<file path="src/common/cbf_defs.vh">
`ifndef CBF_DEFS_VH
`define CBF_DEFS_VH

// Register byte addresses
`define CBF_ADDR_MSKSRC 4'h0
`define CBF_ADDR_MSKCON 4'h4
`define CBF_ADDR_FLTR 4'h8
`define CBF_ADDR_STAT 4'hC

// Reset values and write masks
`define CBF_RST_16 16'h0000
`define CBF_MSKSRC_MASK 16'h0FFF
`define CBF_MSKCON_MASK 16'hBFFF
`define CBF_FLTR_MASK 16'h007F

// Mask source fields
`define CBF_SRC_A 3:0
`define CBF_SRC_B 7:4
`define CBF_SRC_C 11:8

// Mask gating bits
`define CBF_AND_A_INV 0
`define CBF_AND_A_TRUE 1
`define CBF_AND_B_INV 2
`define CBF_AND_B_TRUE 3
`define CBF_AND_C_INV 4
`define CBF_AND_C_TRUE 5
`define CBF_AND_OUT 6
`define CBF_AND_OUT_INV 7
`define CBF_OR_A_INV 8
`define CBF_OR_A_TRUE 9
`define CBF_OR_B_INV 10
`define CBF_OR_B_TRUE 11
`define CBF_OR_C_INV 12
`define CBF_OR_C_TRUE 13
`define CBF_BLANK_LEVEL 15

// Filter control fields
`define CBF_DIV 2:0
`define CBF_FILTER_ON 3
`define CBF_CLK_SRC 6:4

// Filter clock source codes
`define CBF_CS_PERIPH 3'h0
`define CBF_CS_OSC 3'h1
`define CBF_CS_SYNC1 3'h2
`define CBF_CS_SYNC2 3'h3
`define CBF_CS_T2 3'h4
`define CBF_CS_T3 3'h5
`define CBF_CS_T4 3'h6
`define CBF_CS_T5 3'h7

`endif

</file>
<file path="src/design/cbf_glitch_filter.v">
`timescale 1ns/100ps
`include "cbf_defs.vh"

module cbf_glitch_filter #(
	parameter DIV_W = 8
) (
	input wire sys_clk_in, // System clock
	input wire rst_n_in, // Synchronised reset, active low
	input wire [7:0] src_ticks_in, // Candidate filter clock levels
	input wire [2:0] clock_source_in, // Filter clock selector
	input wire [2:0] clock_divider_in, // Divider code
	input wire sample_in, // Signal to be filtered
	output reg filtered_out // Filtered level
);

	// ****************************************
	// Clock select, edge detect and divider
	// ****************************************
	reg src_q;
	reg [DIV_W-1:0] div_q;
	reg [2:0] hist_q;
	wire src_d = src_ticks_in[clock_source_in];
	wire src_rise = src_d & ~src_q;
	wire [DIV_W-1:0] div_d = div_q + {{(DIV_W-1){1'b0}}, 1'b1};
	// Code n divides by 2^(n+1); the top code wraps the count
	wire [DIV_W-1:0] div_last = ({{(DIV_W-2){1'b0}}, 2'b10} << clock_divider_in) -
		{{(DIV_W-1){1'b0}}, 1'b1};
	// A count left beyond the last value by a code change samples on the next source rise
	wire tick = src_rise & (div_q >= div_last);
	wire [DIV_W-1:0] div_nx = tick ? {DIV_W{1'b0}} : (src_rise ? div_d : div_q);

	always @(posedge sys_clk_in or negedge rst_n_in) begin
		if (!rst_n_in) begin
			src_q <= 1'b0;
			div_q <= {DIV_W{1'b0}};
			hist_q <= 3'h0;
			filtered_out <= 1'b0;
		end else begin
			src_q <= src_d;
			div_q <= div_nx;
			if (tick) begin
				hist_q <= {hist_q[1:0], sample_in};
				// Three agreeing samples move the output
				if (hist_q[1:0] == {2{sample_in}})
					filtered_out <= sample_in;
			end
		end
	end

endmodule // cbf_glitch_filter

</file>
<file path="src/design/cbf_comparator_blanking.v">
`timescale 1ns/100ps
`include "cbf_defs.vh"

module cbf_comparator_blanking (
	input wire sys_clk_in, // 200 MHz clock
	input wire rstn_in, // Async reset, active low
	input wire wb_cyc_in, // Wishbone cycle
	input wire wb_stb_in, // Wishbone strobe
	input wire wb_we_in, // Wishbone write enable
	input wire [3:0] wb_adr_in, // Wishbone byte address
	input wire [3:0] wb_sel_in, // Wishbone byte selects
	input wire [31:0] wb_dat_in, // Wishbone write data
	output reg [31:0] wb_dat_out, // Wishbone read data
	output reg wb_ack_out, // Wishbone acknowledge
	input wire comp_raw_in, // Raw comparator, high when plus above minus
	input wire output_invert_in, // Invert comparator sense
	input wire [15:0] mask_sources_in, // Fault, trigger and PWM signals
	input wire peripheral_clock_in, // Filter clock source 0
	input wire oscillator_clock_in, // Filter clock source 1
	input wire pwm_sync_out_1_in, // Filter clock source 2
	input wire pwm_sync_out_2_in, // Filter clock source 3
	input wire timer2_clock_in, // Filter clock source 4
	input wire timer3_clock_in, // Filter clock source 5
	input wire timer4_clock_in, // Filter clock source 6
	input wire timer5_clock_in, // Filter clock source 7
	output reg comp_out, // Blanked and filtered comparator output
	output reg blank_active_out // Blanking signal
);

	// ****************************************
	// Reset synchroniser
	// ****************************************
	reg rst_meta_q;
	reg rst_sync_q;
	always @(posedge sys_clk_in or negedge rstn_in) begin
		if (!rstn_in) begin
			rst_meta_q <= 1'b0;
			rst_sync_q <= 1'b0;
		end else begin
			rst_meta_q <= 1'b1;
			rst_sync_q <= rst_meta_q;
		end
	end

	// ****************************************
	// Register file
	// ****************************************
	reg [15:0] msksrc_q;
	reg [15:0] mskcon_q;
	reg [15:0] fltr_q;
	wire comp_level = comp_raw_in ^ output_invert_in;
	wire filt_level;
	wire req = wb_cyc_in & wb_stb_in & ~wb_ack_out;
	wire wr = req & wb_we_in;
	wire [15:0] wmask = {{8{wb_sel_in[1]}}, {8{wb_sel_in[0]}}};

	function [15:0] merge;
		input [15:0] old_v;
		input [15:0] new_v;
		input [15:0] lanes;
		input [15:0] impl;
		begin
			merge = ((old_v & ~lanes) | (new_v & lanes)) & impl;
		end
	endfunction

	always @(posedge sys_clk_in or negedge rst_sync_q) begin
		if (!rst_sync_q) begin
			msksrc_q <= `CBF_RST_16;
			mskcon_q <= `CBF_RST_16;
			fltr_q <= `CBF_RST_16;
			wb_ack_out <= 1'b0;
			wb_dat_out <= 32'h00000000;
		end else begin
			wb_ack_out <= req;
			if (wr && wb_adr_in == `CBF_ADDR_MSKSRC)
				msksrc_q <= merge(msksrc_q, wb_dat_in[15:0], wmask, `CBF_MSKSRC_MASK);
			if (wr && wb_adr_in == `CBF_ADDR_MSKCON)
				mskcon_q <= merge(mskcon_q, wb_dat_in[15:0], wmask, `CBF_MSKCON_MASK);
			if (wr && wb_adr_in == `CBF_ADDR_FLTR)
				fltr_q <= merge(fltr_q, wb_dat_in[15:0], wmask, `CBF_FLTR_MASK);
			if (req) begin
				case (wb_adr_in)
				`CBF_ADDR_MSKSRC: wb_dat_out <= {16'h0000, msksrc_q};
				`CBF_ADDR_MSKCON: wb_dat_out <= {16'h0000, mskcon_q};
				`CBF_ADDR_FLTR: wb_dat_out <= {16'h0000, fltr_q};
				`CBF_ADDR_STAT: wb_dat_out <= {29'h0000000, blank_active_out,
					filt_level, comp_level};
				default: wb_dat_out <= 32'h00000000;
				endcase
			end
		end
	end

	// ****************************************
	// Comparator sense and mask gating
	// ****************************************
	wire mask_input_a = mask_sources_in[msksrc_q[`CBF_SRC_A]];
	wire mask_input_b = mask_sources_in[msksrc_q[`CBF_SRC_B]];
	wire mask_input_c = mask_sources_in[msksrc_q[`CBF_SRC_C]];

	// Any enabled term, true or inverted; no enables gives no term
	function term_any;
		input sig;
		input en_true;
		input en_inv;
		begin
			term_any = (en_true & sig) | (en_inv & ~sig);
		end
	endfunction

	// AND product term: cleared enables leave the term out (reads as one)
	function term_and;
		input sig;
		input en_true;
		input en_inv;
		begin
			term_and = (~en_true | sig) & (~en_inv | ~sig);
		end
	endfunction

	wire and_used = |mskcon_q[`CBF_AND_C_TRUE:`CBF_AND_A_INV];
	wire and_out = and_used &
		term_and(mask_input_a, mskcon_q[`CBF_AND_A_TRUE], mskcon_q[`CBF_AND_A_INV]) &
		term_and(mask_input_b, mskcon_q[`CBF_AND_B_TRUE], mskcon_q[`CBF_AND_B_INV]) &
		term_and(mask_input_c, mskcon_q[`CBF_AND_C_TRUE], mskcon_q[`CBF_AND_C_INV]);
	wire blank_d =
		term_any(mask_input_a, mskcon_q[`CBF_OR_A_TRUE], mskcon_q[`CBF_OR_A_INV]) |
		term_any(mask_input_b, mskcon_q[`CBF_OR_B_TRUE], mskcon_q[`CBF_OR_B_INV]) |
		term_any(mask_input_c, mskcon_q[`CBF_OR_C_TRUE], mskcon_q[`CBF_OR_C_INV]) |
		(mskcon_q[`CBF_AND_OUT] & and_out) |
		(mskcon_q[`CBF_AND_OUT_INV] & and_used & ~and_out);

	// ****************************************
	// Digital filter
	// ****************************************
	cbf_glitch_filter #(
		.DIV_W(8)
	) u_filter (
		.sys_clk_in(sys_clk_in),
		.rst_n_in(rst_sync_q),
		.src_ticks_in({timer5_clock_in, timer4_clock_in, timer3_clock_in, timer2_clock_in,
			pwm_sync_out_2_in, pwm_sync_out_1_in, oscillator_clock_in,
			peripheral_clock_in}),
		.clock_source_in(fltr_q[`CBF_CLK_SRC]),
		.clock_divider_in(fltr_q[`CBF_DIV]),
		.sample_in(comp_level),
		.filtered_out(filt_level)
	);

	wire sel_level = fltr_q[`CBF_FILTER_ON] ? filt_level : comp_level;
	// Blocked level held at the idle value while blanking
	wire blanked = mskcon_q[`CBF_BLANK_LEVEL] ? 1'b1 : 1'b0;
	wire hit = blank_d & (sel_level == ~blanked);

	always @(posedge sys_clk_in or negedge rst_sync_q) begin
		if (!rst_sync_q) begin
			comp_out <= 1'b0;
			blank_active_out <= 1'b0;
		end else begin
			comp_out <= hit ? blanked : sel_level;
			blank_active_out <= blank_d;
		end
	end

endmodule // cbf_comparator_blanking

</file>
<file path="config.mk">
export PLATFORM = sky130hd
export DESIGN_NAME = cbf_comparator_blanking
export DESIGN_NICKNAME = d
export VERILOG_FILES = /design/src/design/cbf_glitch_filter.v /design/src/design/cbf_comparator_blanking.v
export VERILOG_INCLUDE_DIRS = /design/src /design/src/common
export SDC_FILE = /design/constraint.sdc
export NUM_CORES = 1
export LEC_CHECK = 0
export BUFFER_PORTS_ARGS = -buffer_cell sky130_fd_sc_hd__buf_2
export CAP_MARGIN = 20
export CORE_ASPECT_RATIO = 1.2
export CORE_MARGIN = 2
export CORE_UTILIZATION = 58
export CTS_BUF_LIST = sky130_fd_sc_hd__clkbuf_4
export CTS_CLUSTER_DIAMETER = 150
export CTS_CLUSTER_SIZE = 28
export DETAILED_ROUTE_END_ITERATION = 8
export PLACE_DENSITY = 0.86
export SKIP_LAST_GASP = 1
export SYNTH_ARGS = -nofsm -noshare
export SYNTH_HDL_FRONTEND = slang
export SYNTH_SLANG_ARGS = --single-unit
</file>
<file path="constraint.sdc">
create_clock -name sys_clk_in -period 3.2 [get_ports sys_clk_in]
set_input_delay 0.64 -clock sys_clk_in [delete_from_list [all_inputs] [get_ports sys_clk_in]]
set_output_delay 0.64 -clock sys_clk_in [all_outputs]
set_load 0.02 [all_outputs]
</file>
== Yosys cells after proc, flatten, opt, wreduce, memory -nomap -nowiden ==
Cells that the tools add are included.
Storage, ports and cells
  bits in registers: 83
  latch bits: 0
  memory bits (writable): 0
  bits in read-only memories: 0
  bits of input ports: 71
  output and inout port bits: 35
  word-level logic and storage cells: 103
  memories kept: 0
Cells by class
  add/subtract/negate cells: 2
  multiply operators: 0
  div/mod/pow operators: 0
  order comparisons: 5
  eq/ne operators: 5
  shift operators: 1
  mux-type cells: 14
  bitwise gates (word level): 56
  reduce and logical (&&, ||, !) cells: 7
Operators by type and width (number)
  one-hot mux 16 bit (4 select lines): 1
  bitwise AND 16 bit: 2
  bitwise AND 1 bit: 21
  2-to-1 mux 8 bit: 2
  NOT 16 bit: 1
  OR 16 bit: 1
  less-than comparator 4 x 5 -> 1 bit (second input constant): 3
  NOT 1 bit: 13
  OR 1 bit: 13
  bitwise AND 12 bit: 1
  binary-select mux 1 bit (select 4 bit): 3
  OR 12 bit: 1
  adder 8 x 1 -> 8 bit (second input constant): 1
  equality test 4 bit (second input constant): 2
  greater-or-equal comparator 8 bit: 1
  << shifter 2 x 3 -> 8 bit (first input constant): 1
  subtractor 8 x 1 -> 8 bit (second input constant): 1
  bitwise AND 7 bit: 1
  2-to-1 mux 1 bit: 7
  OR 7 bit: 1
  OR reduction 6 bit: 1
  equality test 4 x 3 -> 1 bit (second input constant): 1
  logical NOT 4 bit: 1
  less-than comparator 3 x 4 -> 1 bit (second input constant): 1
  7 further kinds: 9

== Longest topological paths before layout ==
  depth after elaboration: 13
  mapped depth: 10
  gate-level depth less buffers: 9

== By module ==
A second synthesis with hierarchy kept.
Unflattened totals
  cells, all modules: 358
  area, all modules: 4012.6 sq um
Modules (own cells, without submodules)
  cbf_comparator_blanking: times used 1, cells each 260, area an instance 3083.0 sq um, sequential area each 1351.3 sq um
  cbf_glitch_filter: times used 1, cells each 98, area an instance 929.6 sq um, sequential area each 300.3 sq um

== Worst setup path before layout ==
No wires, ideal clock.
  path kind: input to register
  from: input mask_sources_in[13]
  to: register comp_out
  library setup time: 0.125 ns
  data arrival time: 2.715 ns
  path slack: 0.359 ns
  stages on the path: 7
  path through: mux4_1 mux4_2 mux2i_1 inv_1 o31ai_1 or3b_4 mux2_4
Between the ends
  cells in the longest elaborated chain, start to end: 13
  elaborated cells between the ends (all ways): 39
RTL lines
  start: declaration: line cbf_comparator_blanking.v:17  | input wire [15:0] mask_sources_in,
  binary-select mux 1 bit (select 4 bit): line cbf_comparator_blanking.v:98  | wire mask_input_a = mask_sources_in[msksrc_q[`CBF_SRC_A]];
  2-to-1 mux 1 bit: line cbf_comparator_blanking.v:98
  NOT 1 bit: line cbf_comparator_blanking.v:108, cbf_comparator_blanking.v:118
  OR 1 bit: line cbf_comparator_blanking.v:118  | term_and = (~en_true | sig) & (~en_inv | ~sig);
  bitwise AND 1 bit: line cbf_comparator_blanking.v:118
  bitwise AND 1 bit (3 in a row): line cbf_comparator_blanking.v:123  | wire and_out = and_used &
  bitwise AND 1 bit or NOT 1 bit (tied branches): line cbf_comparator_blanking.v:131, cbf_comparator_blanking.v:132
  OR 1 bit or bitwise AND 1 bit (tied branches): line cbf_comparator_blanking.v:128, cbf_comparator_blanking.v:132
  OR 1 bit (*): line cbf_comparator_blanking.v:128  | term_any(mask_input_a, mskcon_q[`CBF_OR_A_TRUE], mskcon_q[`CBF_OR_A_INV]) |
  net blank_d: line cbf_comparator_blanking.v:127  | wire blank_d =
  bitwise AND 1 bit (*): line cbf_comparator_blanking.v:154  | wire hit = blank_d & (sel_level == ~blanked);
  2-to-1 mux 1 bit (*): line cbf_comparator_blanking.v:161  | comp_out <= hit ? blanked : sel_level;
  end signal: assignment: line cbf_comparator_blanking.v:161
  end: declaration: line cbf_comparator_blanking.v:26  | output reg comp_out,
Mark *: on every way through the listed nets, which the timed path passes. The rest lies on a longest branch. The select of a mux whose other input is x is not followed.
A chain may end at the register's enable or synchronous reset.

==> impl_metrics.ini <==
[status]
outcome = finished clean

[worst_setup_path]
worstPathArrival_ns = 3.25
crit_required_ns = 3.50
worstPathMaxFanout = 6
crit_buf_inv = 1
critPathLaunchType = flip-flop
cp-end-kind = flip-flop
max_stage_delay_ns = 0.61
rr_worst_depth = 7
critPathTopFamily = multiplexers
cp.depth = 7
crit_chain = mux4_1 -> mux4_2 -> mux2i_1 -> inv_1 -> o31ai_1 -> or3b_4 -> mux2_4
crit_slowest_cell = mux4_1
path_class = flip-flop to flip-flop

[detailed_routing]
antenna_left = 0
via_per_inst = 5.800
wl_um = 7625
via_count = 2668
post-route-drc-count = 0
wl_per_cell_um = 16.58
first_iter_violations = 169
dr.pass1.iters = 4

[logic_synthesis]
synth.distinct_cells = 40
yosysMostFrequentCell = dfrtp_1
synth_top_area_share = 0.4461
syn_avg_cell_area_um2 = 12.18
synth_edf_count = 0
ys.flop_type = dfrtp_1
synthCells = 304
synth_common_cells = dfrtp_1, mux2_2, nand2_1
synth_area_leaders = dfrtp_1, mux2_2, mux4_2
syn_area_mm2 = 0.003702
synth_top_cell_by_area = dfrtp_1
ys_warn_count = 0
synth-seq-cells = 66
synthArstFlopShare = 1.000
yosysSeqAreaShare = 0.4461

[sta]
setup_violations = 0
finalCriticalPeriod_ns = 2.954
max_slew_margin = 0.4012
rsz0062_at_grt = false
fin_crit_sh = 0.9231
drv_slew = 0
timing_hold_violations_final = 0
tns_ns = 0
finalClockSkew_ns = 0.01044
fmax_mhz = 338.5
worst_pin_slew_ns = 0.8983

[floorplan]
die_y_um = 91.52
die_w_um = 76.94
core_mm2 = 0.006090
fp.dieArea_mm2 = 0.007041
start_util = 0.6080
io_pins = 106
num_rows = 31

[cts]
cts-buffers-inserted = 9
cts.sinks = 66
cts_resized = 0
root_buffer = clkbuf_4
cts.htree.levels = 3
cts_tree = built
cts.reportedPaths.clkPinSlew_ns = 0.11
clockBufferDepth = 2
clkLatencyLatePin_ns = 0.40

[global_route]
overflow = 0
grt_pass1_vias = 2659
grt_pass1_wl_um = 12430
track_usage = 0.2276
grt_max_degree = 44
antenna_found_initial = 0

[placement]
io_buffers = 69
dp_hpwl_um = 5926
placement.cell_area_mm2 = 0.004041
place.gp.congestion = 0.8424

[layout]
area_growth_syn_to_layout_pct = 13.75
seqCellArea_mm2 = 0.001653
diodes = 0
fin_nets = 452
fillers = 448
fin_util = 0.6916
multi_input_area_mm2 = 0.001888
drive_gt1_frac = 0.3915
stdcell_area_mm2 = 0.004212

[min_path]
hold_class = flip-flop to flip-flop
whs_path_depth = 0

[power]
leakage_nw = 2.090
combPwrFrac = 0.234
p_int_mw = 1.489
p_sw_frac = 0.3085
clkPwrFrac = 0.291
powerDensity_mw_per_mm2 = 511.2
p_seq_frac = 0.476
peakVddDrop_v = 0.0003499
p_sw_mw = 0.6641

[run]
max_cap_viol_count = 0
[cell usage in the layout (no fill, tap or decap), types with 3 or more instances in the layout]
| cell | count |
|---|---|
| a21o_1 | 3 |
| nand2_1 | 25 |
| o21ai_0 | 12 |
| nor2_1 | 6 |
| a21oi_1 | 7 |
| mux4_2 | 17 |
| buf_2 | 69 |
| nand3_1 | 12 |
| nor3_1 | 4 |
| clkbuf_4 | 9 |
| conb_1 | 18 |
| nand2b_1 | 3 |
| mux2_2 | 39 |
| a22o_1 | 7 |
| o22ai_1 | 3 |
| dfrtp_1 | 65 |
| inv_1 | 9 |
| nor4_1 | 3 |
| ha_1 | 8 |
| nand4_1 | 5 |
| mux4_1 | 4 |
| xor2_1 | 4 |
| mux2i_1 | 16 |
[final timing paths]
path / start / endpoint / slack (ns)
max reg2reg: flip-flop / comp_out / 0.25
max in group asynchronous: rst_sync_q / asynchronous set/reset pin / 1.97
max: flip-flop / comp_out / 0.25
min in group asynchronous: rst_sync_q / u_filter.div_q[5] / 0.40
min: rst_meta_q / rst_sync_q / 0.36
min reg2reg: rst_meta_q / rst_sync_q / 0.36
[power by group through the flow]
stage	clock network [mW]	registers [mW]	logic (mW)
detailed placement	0	1.04	0.503
CTS	0.634	1.02	0.506
global route	0.675	1.04	0.551
global placement	0	1.03	0.483
floorplan	0	1.02	0.371
finish	0.626	1.02	0.503
[through the flow]
stage	setup slack, ns	total power [mW]	hold WS [ns]	cells
after floorplan	0.3595	1.391	0.3312	320
after global placement	0.1742	1.517	0.3391	443
after detailed placement	0.08830	1.542	0.3403	443
after CTS	0.2380	2.164	0.3661	460
after global routing	0.1127	2.266	0.3683	460
final	0.2460	2.153	0.3631	460
[worst register-to-register path, stage by stage (launching register included)]
cell	delay [ns]
dfrtp_1	0.54
mux4_1	0.61
mux4_2	0.53
mux2i_1	0.17
inv_1	0.07
o31ai_1	0.21
or3b_4	0.42
mux2_4	0.30
[what timing repair did]
item,4_1_cts,5_1_grt
hold buffers,1,0
setup buffers,0,0
hold endpoints to repair,2,0
setup endpoints to repair,0,0
[area by class of cell]
class / instances / share of cell area
Clock inverter: 7 / 0.02198
Multi-Input combinational cell: 214 / 0.4483
Timing Repair Buffer: 72 / 0.08794
Tap cell: 82 / 0.02436
Inverter: 10 / 0.008913
Sequential cell: 66 / 0.3925
Clock buffer: 9 / 0.01604
[cell families after synthesis]
kind of cell / after synthesis / share of synthesized area
mux: 77 / 0.2977
flops: 66 / 0.4461
simple gates: 66 / 0.08720
compound gates: 41 / 0.07029
buf+inv: 40 / 0.06015
fa+ha+maj: 8 / 0.02704
xor+xnor: 4 / 0.009462
other cells: 2 / 0.002028
[routing by layer]
metal / track usage / wire length, um / vias up
met1: 0.2741 / 3071 / 1321
met5: 0 / 0 / -
met2: 0.3867 / 3992 / 89
met3: 0.03976 / 330 / 21
li1: - / - / 1237
met4: 0.1242 / 230 / 0
Note: power is estimated with default switching activity, not from simulation.
